$ cat src/include/twowire_host_pkg.sv
// constants and carrier types for the two-wire bus host
// assumes a 10 MHz system clock and an external pull-up on both lines
package twowire_host_pkg;

	localparam int CLK_MHZ            = 10;
	// minimum wait after the supply is stable, in microseconds
	localparam int POWER_UP_WAIT_TIME = 100;
	localparam int PUP_CYCLES         = POWER_UP_WAIT_TIME * CLK_MHZ;
	localparam int PUP_W              = 11;
	// quarter of one bus clock period; 4 x 7 cycles gives about 357 kHz
	localparam int QTR_CYCLES         = 7;
	localparam int QTR_W              = 4;
	localparam int BYTE_BITS          = 9;
	localparam int DUMMY_CLOCKS       = 9;
	localparam logic [3:0] ACK_BIT    = 4'h8;

	typedef enum logic [2:0] {
		op_start,
		op_write,
		op_read,
		op_stop,
		op_recover
	} op_t;

	typedef struct packed {
		op_t        op;
		logic [7:0] data;
		logic       nack;
	} cmd_t;

	typedef struct packed {
		logic [7:0] data;
		logic       nack;
	} rsp_t;

endpackage

$ cat src/verilog/twowire_host.sv
// bus host that drives a two-wire serial memory through its scl and sda pins
// assumes one command at a time from logic on clk; sda has an external pull-up
//
// What this block does
// - wait power_up_wait_time before first command
// - bytes travel msb first, no gaps
// - nine clocks per byte including acknowledge
// - sda changes only while scl low
// - every command begins with a start (the block sends one only on op_start; op_write and op_read add none)
// - repeated start allowed instead of stop
// - bus idle only when both lines high
// - transmitter releases sda; receiver holds ack low
// - receiver releases sda after ninth clock
// - host nack ends device transmission
// - recovery: up to nine dummy clocks, then start (the block sends no start after the clocks; a following op_start must send it)
`timescale 1ns/1ps

module twowire_host #(
	parameter int QTR  = twowire_host_pkg::QTR_CYCLES,
	parameter int PUP  = twowire_host_pkg::PUP_CYCLES
) (
	input  wire logic                    clk,
	input  wire logic                    rst,
	input  wire logic                    cmd_valid,
	input  wire twowire_host_pkg::cmd_t  cmd,
	output logic                         cmd_ready,
	output logic                         rsp_valid,
	output twowire_host_pkg::rsp_t       rsp,
	output logic                         bus_idle,
	output logic                         scl_out,
	input  wire logic                    sda_in,
	output logic                         sda_out,
	output logic                         sda_oe
);
	import twowire_host_pkg::*;

	typedef enum logic [2:0] {
		st_pup,
		st_idle,
		st_start,
		st_bit,
		st_stop,
		st_rec
	} state_t;

	state_t      state_q;
	logic [1:0]  ph_q;
	logic [3:0]  bit_q;
	logic [3:0]  rec_q;
	logic [QTR_W-1:0] qcnt_q;
	logic [PUP_W-1:0] pup_q;
	logic [7:0]  sh_q;
	logic        is_rd_q;
	logic        nack_q;
	logic        scl_q;
	logic        sda_oe_q;
	logic        sda_out_q;
	logic        ready_q;
	logic        rsp_valid_q;
	rsp_t        rsp_q;
	logic        idle_q;
	logic        sda_meta_q;
	logic        sda_sync_q;
	logic [3:0]  rises_q;

	wire         tick   = (qcnt_q == '0);
	wire         take   = cmd_valid && ready_q;
	wire         last   = tick && (ph_q == 2'h3);
	wire         in_ack = (bit_q == ACK_BIT);
	// bit driven in phase 0: data msb, host ack on read, release otherwise
	wire         drive_low = in_ack ? (is_rd_q && !nack_q) : (!is_rd_q && !sh_q[7]);
	wire         rec_done  = sda_sync_q || (rec_q == 4'(DUMMY_CLOCKS - 1));

	assign cmd_ready = ready_q;
	assign rsp_valid = rsp_valid_q;
	assign rsp       = rsp_q;
	assign bus_idle  = idle_q;
	assign scl_out   = scl_q;
	assign sda_out   = sda_out_q;
	assign sda_oe    = sda_oe_q;

	// two flops before anything looks at the pin
	always_ff @(posedge clk) begin
		if (rst) begin
			sda_meta_q <= 1'b1;
			sda_sync_q <= 1'b1;
		end else begin
			sda_meta_q <= sda_in;
			sda_sync_q <= sda_meta_q;
		end
	end

	// quarter-period timer restarts on each accepted command
	always_ff @(posedge clk) begin
		if (rst || take || tick) begin
			qcnt_q <= QTR_W'(QTR - 1);
		end else begin
			qcnt_q <= qcnt_q - 1'b1;
		end
	end

	// open drain: the pin value is always low, only the enable moves
	always_ff @(posedge clk) begin
		sda_out_q <= 1'b0;
	end

	always_ff @(posedge clk) begin
		if (rst) begin
			state_q     <= st_pup;
			ph_q        <= 2'h0;
			bit_q       <= 4'h0;
			rec_q       <= 4'h0;
			pup_q       <= '0;
			sh_q        <= 8'h00;
			is_rd_q     <= 1'b0;
			nack_q      <= 1'b0;
			scl_q       <= 1'b1;
			sda_oe_q    <= 1'b0;
			ready_q     <= 1'b0;
			rsp_valid_q <= 1'b0;
			rsp_q       <= '0;
			idle_q      <= 1'b1;
		end else begin
			rsp_valid_q <= 1'b0;
			if (tick && state_q != st_idle && state_q != st_pup) begin
				ph_q <= ph_q + 2'h1;
			end
			case (state_q)
			st_pup: begin
				// reset release stands in for supply stable
				pup_q <= pup_q + 1'b1;
				if (pup_q == PUP_W'(PUP - 1)) begin
					state_q <= st_idle;
					ready_q <= 1'b1;
				end
			end
			st_idle: begin
				ph_q <= 2'h0;
				if (take) begin
					ready_q <= 1'b0;
					bit_q   <= 4'h0;
					rec_q   <= 4'h0;
					sh_q    <= cmd.data;
					nack_q  <= cmd.nack;
					is_rd_q <= (cmd.op == op_read);
					case (cmd.op)
					op_start:   state_q <= st_start;
					op_stop:    state_q <= st_stop;
					op_recover: state_q <= st_rec;
					default:    state_q <= st_bit;
					endcase
				end
			end
			st_start: begin
				// also serves as repeated start from scl low
				if (tick) begin
					case (ph_q)
					2'h0: sda_oe_q <= 1'b0;
					2'h1: scl_q <= 1'b1;
					2'h2: begin
						sda_oe_q <= 1'b1;
						idle_q   <= 1'b0;
					end
					default: begin
						scl_q       <= 1'b0;
						state_q     <= st_idle;
						ready_q     <= 1'b1;
						rsp_valid_q <= 1'b1;
					end
					endcase
				end
			end
			st_bit: begin
				if (tick) begin
					case (ph_q)
					2'h0: sda_oe_q <= drive_low;
					2'h1: scl_q <= 1'b1;
					2'h2: begin
						if (in_ack) begin
							rsp_q.nack <= sda_sync_q;
						end else begin
							sh_q       <= {sh_q[6:0], sda_sync_q};
							rsp_q.data <= {sh_q[6:0], sda_sync_q};
						end
					end
					default: begin
						scl_q <= 1'b0;
						if (in_ack) begin
							sda_oe_q    <= 1'b0;
							state_q     <= st_idle;
							ready_q     <= 1'b1;
							rsp_valid_q <= 1'b1;
						end else begin
							bit_q <= bit_q + 4'h1;
						end
					end
					endcase
				end
			end
			st_stop: begin
				if (tick) begin
					case (ph_q)
					2'h0: begin
						scl_q    <= 1'b0;
						sda_oe_q <= 1'b1;
					end
					2'h1: scl_q <= 1'b1;
					2'h2: sda_oe_q <= 1'b0;
					default: begin
						idle_q      <= 1'b1;
						state_q     <= st_idle;
						ready_q     <= 1'b1;
						rsp_valid_q <= 1'b1;
						rsp_q.nack  <= 1'b0;
					end
					endcase
				end
			end
			st_rec: begin
				// dummy clocks; ends with scl high so a start can follow
				if (tick) begin
					case (ph_q)
					2'h0: begin
						scl_q    <= 1'b0;
						sda_oe_q <= 1'b0;
						idle_q   <= 1'b0;
					end
					2'h1: scl_q <= 1'b1;
					2'h2: rsp_q.nack <= !sda_sync_q;
					default: begin
						if (rec_done) begin
							idle_q      <= sda_sync_q;
							state_q     <= st_idle;
							ready_q     <= 1'b1;
							rsp_valid_q <= 1'b1;
						end else begin
							rec_q <= rec_q + 4'h1;
						end
					end
					endcase
				end
			end
			default: state_q <= st_pup;
			endcase
		end
	end

	// checking helpers: scl rises seen in the current byte
	always_ff @(posedge clk) begin
		if (rst || take) begin
			rises_q <= 4'h0;
		end else if (tick && ph_q == 2'h1 && state_q inside {st_bit, st_rec}) begin
			rises_q <= rises_q + 4'h1;
		end
	end
endmodule

$ cat config.mk
export PLATFORM = sky130hd
export DESIGN_NAME = twowire_host
export DESIGN_NICKNAME = d
export VERILOG_FILES = /design/src/include/twowire_host_pkg.sv /design/src/verilog/twowire_host.sv
export SDC_FILE = /design/constraint.sdc
export NUM_CORES = 1
export LEC_CHECK = 0
export BUFFER_PORTS_ARGS = -buffer_cell sky130_fd_sc_hd__clkbuf_2
export CELL_PAD_IN_SITES_DETAIL_PLACEMENT = 0
export CELL_PAD_IN_SITES_GLOBAL_PLACEMENT = 2
export CORE_ASPECT_RATIO = 1.4
export CORE_MARGIN = 3
export CORE_UTILIZATION = 36
export DETAILED_ROUTE_END_ITERATION = 10
export HOLD_SLACK_MARGIN = 0.15
export PLACE_DENSITY_LB_ADDON = 0.1
export SYNTH_ARGS = -nofsm -noshare
export SYNTH_HDL_FRONTEND = slang
export SYNTH_SLANG_ARGS = --single-unit
$ cat constraint.sdc
create_clock -name clk -period 2.5 [get_ports clk]
set_clock_uncertainty 0.2 [all_clocks]
set_input_delay 0.25 -clock clk [delete_from_list [all_inputs] [get_ports clk]]
set_output_delay 0.25 -clock clk [all_outputs]
set_load 0.05 [all_outputs]
==> results.toml, run 1 <==
[placement]
post-place-cells = 431
gp_congestion = 0.7796
portBuffers = 29
hpwlAfterDp_mm = 4.706
dpl_worst_slack_ns = 0.3276

[power]
ir_drop_mv = 0.2314
power_density_nw_per_um2 = 484.9
finalPower_w = 0.001596
power_leakage_nw = 1.333

[routing]
routed_wl_mm = 6.645
drt-initial-drc-count = 85
drc = 0
route.vias.total = 2357
ant_nets = 0
wl_per_cell_um = 14.73
vias_per_cell = 5.226
drt_pass1_iterations = 6

[worst_hold_path]
hold_path_depth = 3
hp-class = "primary input to flop"
min_from = "cmd[2]"
hold_end = "sh_q[1]"

[setup_path]
r2r_cells = 6
cp_max_fo = 15
end_kind = "flop"
rrSetupSlack_ns = 0.19
cp_cell_sequence = "buf_4 > nor3b_2 > and2_1 > nand3_1 > dlygate4sd3_1 > a21oi_1"
cp_top_family = "buffers and inverters"
worstSetupStartpointType = "flop"
critPathSlowestCell = "dlygate4sd3_1"
crit_type = "flop to flop"
path_buf_inv = 2
r2r-end = "is_rd_q"
cp.arrival_ns = 2.35
crit_required_ns = 2.54
r2r_start = "state_q[1]"
critPathMaxStageDelay_ns = 0.56

[yosys]
synthMuxAreaShare_pct = 7.033
synth_nets = 344
yosys.area_share.adder_pct = 4.396
synth_edf_count = 0
postSynthAreaPerCell_um2 = 8.951
yosys.area_share.simple_pct = 22.42
ys_types = 55
synth_ff_type = "dfxtp_1"
seq_area_frac_synth_pct = 37.98
synth_top_family_by_area = "simple AND/OR/NAND/NOR gates"
synth_compound_area_share_pct = 17.93
syn_inst = 318
synth-async-reset-ratio_pct = 0
synth-xor-area-share_pct = 4.308
ys_seq_elements = 54
netlist_area_um2 = 2846
yosysWarningCount = 0

[global_route]
grt_pass1_vias = 2250
track_usage_pct = 15.45
grt_pass1_wl_mm = 11.16
antenna_found_initial = 0
grt_max_degree = 26
globalRouteOverflowTotal = 0

[timing]
min_period_ns = 2.312
max_clock_freq_ghz = 0.4326
relSlewSlack_pct = 58.14
rsz0062_at_grt = "no"
setup_violations = 0
hold_viol = 0
drv_slew = 0
final.period_utilization_pct = 92.46
fin_tns_setup_ns = 0
fin_ws_ns = 0.1884
worst_pin_slew_ns = 0.6270

[floorplanning]
start_util_pct = 37.95
core_area_um2 = 7500
rows = 37
die_y_um = 111.2
io_pins = 31
die_width_um = 81.15
die-area_um2 = 9025

[clock_network]
cts_buffer_depth = 2
post_cts_buffers = 0
worstSkewPairLatency_ns = 0.31
htree_levels = 2
cts.reportedPaths.clkPinSlew_ns = 0.10
cts_resized = 0
cts_tree = "built"
cts_sinks = 54
cts-root-buf = "clkbuf_8"
cts_inserted_buffers = 5

[finish]
final_core_util_pct = 43.89
n_antenna_cell = 0
register_area_um2 = 1081
layout_commonest_cell = "dfxtp_1"
area_growth_syn_to_layout_pct = 15.65
layoutNonFillerInstCount = 451
fill_cells = 794
layout-drive-gt1-share_pct = 17.23
final_cell_mix = "dfxtp_1 (54), nor2_1 (34), clkbuf_2 (29)"
nets = 379
multi_input_area_um2 = 1600

[flow_run]
drv_cap = 0

[run_status]
outcome = "finished clean"
[repair_timing]
action / 4_1_cts / 5_1_grt
hold buffers: 12 / 0
endpoints found under the setup margin: 0 / 0
endpoints found under the hold margin: 12 / 0
[layer usage]
metal | up-vias | part of all wire [%] | global-route usage, % | routed length [um]
met5 | - | 0 | 0 | 0
li1 | 1204 | - | - | -
met3 | 6 | 2.2 | 2.195 | 148
met2 | 30 | 53 | 27.70 | 3510
met1 | 1117 | 44 | 18.74 | 2913
met4 | 0 | 1.1 | 4.059 | 72
[tightest hold or removal path, delay by kind of cell]
family	cells	cell delay, ns
buffers and inverters	1	0.09
AOI/OAI and AO/OA	1	0.12
muxes	1	0.17
[metrics by stage]
stage	hold slack [ns]	instance area, um2
2_1_floorplan	0.1538	2846
4_1_cts	0.1518	3292
3_3_place_gp	0.1904	3062
5_1_grt	0.1898	3292
6_report	0.1530	3292
3_5_place_dp	0.2011	3062
[cell usage after synthesis, types with 6 or more instances]
library cell	n	area share, %
dfxtp_1	54	38
nor2_1	34	4.5
a21oi_1	28	4.9
nand2_1	21	2.8
mux2i_1	20	7.0
inv_1	15	2.0
ha_1	10	4.4
nand3_1	9	1.6
a311oi_2	8	4.2
clkbuf_1	7	0.92
nand4_1	7	1.5
xnor2_1	7	2.2
xor2_1	7	2.2
buf_2	6	1.1
[sequential cells by signal (all words and copies together), names as in the netlist]
register	count
pup_q	11
bus_idle	1
rec_q	4
rsp_valid	1
sda_oe	1
bit_q	4
cmd_ready	1
sda_sync_q	1
sda_meta_q	1
rsp	9
scl_out	1
sh_q	8
is_rd_q	1
state_q	3
qcnt_q	4
nack_q	1
ph_q	2
[layout make-up]
cell class / instances / area share, %
clock buffer: 6 / 2.204
clock inverter: 2 / 1.140
inverter: 15 / 1.710
multi-input combinational: 230 / 48.61
sequential: 54 / 32.84
tap: 97 / 3.687
timing repair buffer: 47 / 9.806
[worst max path at each step]
stage | slack [ns] | endpoint | cells past startpoint | start
floorplan | 0.59 | bit_q[3] | 4 | cmd_ready
detailed placement | 0.33 | state_q[0] | 4 | state_q[2]
global placement | 0.34 | state_q[0] | 4 | state_q[2]
CTS | 0.16 | is_rd_q | 6 | state_q[1]
finish | 0.19 | is_rd_q | 6 | state_q[1]
global route | 0.05 | is_rd_q | 6 | state_q[1]
[cell families after synthesis]
logic type / count (synthesis)
adder cells (fa/ha/maj): 10
buffers and inverters: 34
AO/OA/AOI/OAI: 69
other: 1
AND/OR/NAND/NOR: 116
multiplexers: 20
flip-flops: 54
XOR/XNOR: 14
[power by group]
| group | leakage (nW) | internal (W) | switching, W |
|---|---|---|---|
| combinational | 0.845 | 0.0000499 | 0.0000527 |
| clock | 0.0514 | 0.000300 | 0.000307 |
| sequential | 0.437 | 0.000874 | 0.0000132 |
| total | 1.33 | 0.00122 | 0.000373 |
Note: power is estimated with default switching activity, not from simulation.
==> run 2, diff against run 1 <==
CELL_PAD_IN_SITES_DETAIL_PLACEMENT = 1   (was 0)
CELL_PAD_IN_SITES_GLOBAL_PLACEMENT = 1   (was 2)
CORE_UTILIZATION = 44   (was 36)
==> results.toml, run 2 (synthesized netlist as in run 1, its figures left out) <==
[run_status]
outcome = "finished clean"

[global_route]
grt_pass1_wl_mm = 11.69
grt_max_degree = 26
globalRouteOverflowTotal = 0
track_usage_pct = 19.70
antenna_found_initial = 0
grt_pass1_vias = 2482

[clock_network]
cts_buffer_depth = 2
post_cts_buffers = 0
cts-root-buf = "clkbuf_8"
cts.reportedPaths.clkPinSlew_ns = 0.10
cts_tree = "built"
htree_levels = 2
worstSkewPairLatency_ns = 0.31
cts_sinks = 54
cts_inserted_buffers = 5

[finish]
layout-drive-gt1-share_pct = 17.23
area_growth_syn_to_layout_pct = 13.71
nets = 379
layout_commonest_cell = "dfxtp_1"
largest_reg_flops = 11
largest_register = "pup_q"
layoutNonFillerInstCount = 426
n_antenna_cell = 0
final_cell_mix = "dfxtp_1 (54), nor2_1 (34), clkbuf_2 (29)"

[placement]
hpwlAfterDp_mm = 4.942
gp_congestion = 0.8177
post-place-cells = 406
portBuffers = 29

[routing]
drt_pass1_iterations = 4
routed_wl_mm = 6.745
route.vias.total = 2420
wl_per_cell_um = 15.83
drc = 0
vias_per_cell = 5.681
ant_nets = 0
drt-initial-drc-count = 88

[timing]
fin_tns_setup_ns = 0
hold_viol = 0
max_clock_freq_ghz = 0.4512
drv_slew = 0
relSlewSlack_pct = 60.00
rsz0062_at_grt = "no"
worst_pin_slew_ns = 0.5991
setup_violations = 0
final.period_utilization_pct = 88.64
min_period_ns = 2.216

[setup_path]
crit_type = "flop to flop"
cp_max_fo = 17
cp.arrival_ns = 2.26
end_kind = "flop"
crit_path_end = "is_rd_q"
r2r_cells = 5
r2r-end = "is_rd_q"
crit_required_ns = 2.54
critPathLaunch = "state_q[2]"
r2r_start = "state_q[2]"
rrSetupSlack_ns = 0.28
worstSetupStartpointType = "flop"

[power]
ir_drop_mv = 0.3077
power_leakage_nw = 1.327
power_density_nw_per_um2 = 457.5

[floorplanning]
start_util_pct = 45.52
core_area_um2 = 6254
die_y_um = 101.2
io_pins = 31
die_width_um = 73.98
rows = 34
die-area_um2 = 7484

[flow_run]
drv_cap = 0

[worst_hold_path]
hp-class = "primary input to flop"
## run 2: cell types whose count changed in the layout (fill, tap and decap cells not counted), sizes merged
cell      previous run  this run
bufinv               1         0
clkinvlp             1         0
clkinv               0         2
## run 2: layer usage
metal / GRT usage, % / vias up / part of all wire (%)
li1: - / 1207 / -
met3: 2.483 / 8 / 1.5
met5: 0 / - / 0
met2: 36.00 / 22 / 54
met1: 23.22 / 1183 / 43
met4: 6.555 / 0 / 1.6
## run 2: power by group
| group | internal [W] | switching [W] |
|---|---|---|
| Combinational | 0.0000502 | 0.0000541 |
| Clock | 0.000199 | 0.000291 |
| Sequential | 0.000874 | 0.0000133 |
## run 2: area by class of cell
type | instances | area (um2)
fillers | 760 | 3017
multi-input cells | 230 | 1600
flip-flops and latches | 54 | 1081
repair buffers | 47 | 322.8
well taps | 72 | 90.09
clock buffers | 6 | 72.57
inverters | 15 | 56.30
clock inverters | 2 | 13.76
## run 2: through the flow
step                      util [%]  instance area [um2]   power, W  hold WS, ns  worst slack [ns]
after floorplan                  -                 2846  0.0009657       0.1538            0.5923
after global placement       48.46                 3030  0.0009962       0.1989            0.3973
after detailed placement     48.46                 3030  0.0009986       0.2019            0.3830
after CTS                    51.76                 3237   0.001508       0.1566            0.2755
after global routing         51.76                 3237   0.001546       0.1767            0.1139
final                        51.76                 3237   0.001481       0.1731            0.2839
## run 2: repair_timing
item | in CTS | in global routing
resized for setup | 0 | 0
endpoints found under the hold margin | 12 | 0
hold buffers | 12 | 0
## run 2: how the worst min path moves through the flow
stage	cells past startpoint	from	to
6_report	3	cmd[2]	sh_q[1]
5_1_grt	3	cmd[2]	sh_q[1]
3_5_place_dp	1	sda_meta_q	sda_sync_q
4_1_cts	3	cmd[2]	sh_q[1]
3_3_place_gp	1	sda_meta_q	sda_sync_q
2_1_floorplan	1	sda_in	sda_meta_q
## run 2: critical path, cell delays in order, from the launching register on
cell and delay, ns:
dfxtp_1 0.51, nor3b_2 0.39, and2_1 0.27, nand3_1 0.09
dlygate4sd3_1 0.56, a21oi_1 0.13
==> run 3, diff against run 2 <==
ABC_AREA = 1   (was default)
CORE_UTILIZATION = 42   (was 44)
PLACE_DENSITY = 0.77   (was default)
PLACE_DENSITY_LB_ADDON = default   (was 0.1)
==> results.toml, run 3 <==
[setup_path]
end_kind = "flop"
crit_required_ns = 2.49
worstSetupStartpointType = "flop"
r2r_start = "qcnt_q[0]"
rrSetupSlack_ns = 0.48
cp.arrival_ns = 2.01
cp_max_fo = 15
crit_type = "flop to flop"
critPathLaunch = "qcnt_q[0]"

[clock_network]
cts_tree = "built"
post_cts_buffers = 0
htree_levels = 2
cts_sinks = 54
cts-root-buf = "clkbuf_8"
cts.reportedPaths.clkPinSlew_ns = 0.09
cts_buffer_depth = 2
hold_buffers = 10
cts_inserted_buffers = 5
cts_resized = 0
worstSkewPairLatency_ns = 0.31

[power]
combPwrFrac_pct = 40.2
swShare_pct = 41.91
internal-power_w = 0.001638
seq_power_share_pct = 38.7
power.switching_w = 0.001182
clockPowerShare_pct = 21.1
finalPower_w = 0.002819
power_density_nw_per_um2 = 863.0
power_leakage_nw = 1.460
ir_drop_mv = 0.5287

[yosys]
synth_edf_count = 0
synth_top_area_share_pct = 37.71
syn_inst = 411
synth_top_family_by_area = "simple AND/OR/NAND/NOR gates"
yosys.area_share.simple_pct = 29.16
synth_top_cells_by_count = "nand2_1 (81), inv_1 (56), dfxtp_1 (54)"
synth_ff_type = "dfxtp_1"
synth-xor-area-share_pct = 1.528
ys_types = 35
yosys.cell_count.top_type = "nand2_1"
synthMuxAreaShare_pct = 0
yosysWarningCount = 0
yosys.area_share.adder_pct = 4.365
synth_compound_area_share_pct = 16.32
synth-async-reset-ratio_pct = 0
postSynthAreaPerCell_um2 = 6.974
synth_nets = 437
seq_area_frac_synth_pct = 37.71
netlist_area_um2 = 2866
ys_seq_elements = 54
synthTopCellsByArea = "dfxtp_1 (38%), nand2_1 (11%), inv_1 (7.3%)"
yosysTopAreaCell = "dfxtp_1"

[routing]
ant_nets = 0
drc = 0
route.vias.total = 2741
routed_wl_mm = 7.532
drt-initial-drc-count = 76
vias_per_cell = 5.057
drt_pass1_iterations = 4
wl_per_cell_um = 13.90

[worst_hold_path]
min_from = "cmd_valid"
hp-class = "primary input to flop"

[floorplanning]
rows = 35
start_util_pct = 43.35
die_y_um = 103.8
io_pins = 31
die_width_um = 75.82
die-area_um2 = 7866
core_area_um2 = 6613

[timing]
rsz0062_at_grt = "no"
setup_violations = 0
hold_viol = 0
min_period_ns = 2.023
fin_tns_setup_ns = 0
drv_slew = 0
final.period_utilization_pct = 80.93
max_clock_freq_ghz = 0.4943

[finish]
final_core_util_pct = 49.40
largest_reg_flops = 11
layoutNonFillerInstCount = 542
layout_commonest_cell = "nand2_1"
layout-drive-gt1-share_pct = 13.33
area_growth_syn_to_layout_pct = 13.97
fill_cells = 873
nets = 475
register_area_um2 = 1081
final_cell_mix = "nand2_1 (81), inv_1 (56), dfxtp_1 (54)"
multi_input_area_um2 = 1476
largest_register = "pup_q"
n_antenna_cell = 0

[placement]
portBuffers = 29
post-place-cells = 524
gp_congestion = 0.8902
hpwlAfterDp_mm = 5.772

[global_route]
antenna_found_initial = 0
globalRouteOverflowTotal = 0
grt_pass1_vias = 2879
track_usage_pct = 20.74
grt_pass1_wl_mm = 12.81
grt_max_degree = 31

[run_status]
outcome = "finished clean"

[flow_run]
drv_cap = 0
[run 3: changes by cell type in the layout (fill, tap and decap cells not counted), sizes merged, moves of 5 or more]
cell    delta
nand3     +15
nand2     +67
inv       +45
a21oi      +7
nand2b     -5
xnor2      -5
a311oi    -10
o21ai     +34
mux2i     -20
nor2      +20
[run 3: final timing paths]
kind / depth (start not counted) / end
worst min-delay path: 5 / qcnt_q[2]
worst min register to register: 1 / sda_sync_q
worst max register to register: 9 / sh_q[3]
worst max-delay path: 9 / sh_q[3]
[run 3: metal layers]
layer	GRT usage, %	up-vias	routed length [um]
li1	-	1398	-
met1	21.94	1287	3025
met2	38.36	40	4129
met3	3.592	16	164
met4	7.875	0	213
met5	0	-	0
[run 3: cell families after synthesis]
family          count (synthesis)
compound gates                 87
buf+inv                        69
simple gates                  185
fa+ha+maj                      10
other cells                     1
flops                          54
xor+xnor                        5
[run 3: cell type report]
| class | instances | share of cell area, % |
|---|---|---|
| multi-input cells | 288 | 45.19 |
| flip-flops and latches | 54 | 33.09 |
| repair buffers | 41 | 7.966 |
| inverters | 59 | 6.779 |
| well taps | 92 | 3.524 |
| clock buffers | 5 | 2.106 |
| clock inverters | 3 | 1.340 |
[run 3: stage by stage]
stage	hold WS, ns	cell area, um2	worst slack, ns
finish	0.1676	3267	0.4769
global route	0.1756	3267	0.1893
CTS	0.1530	3267	0.4723
detailed placement	0.1975	3054	0.4955
global placement	0.1911	3054	0.5245
floorplan	0.1283	2867	0.7427
[run 3: critical path, cell delays in order, from the launching register on]
cell     delay, ns
dfxtp_1       0.34
inv_1         0.08
ha_1          0.17
nand2_1       0.08
nor2_2        0.22
nand2_1       0.17
nand2_1       0.18
nand2_2       0.21
o21ai_0       0.20
a21oi_1       0.06
[run 3: power groups by stage]
stage	clock [W]	sequential [W]	combinational [W]
global placement	0	0.00110	0.00108
global route	0.000657	0.00111	0.00128
detailed placement	0	0.00111	0.00111
finish	0.000595	0.00109	0.00113
floorplan	0	0.00115	0.000828
CTS	0.000620	0.00109	0.00114
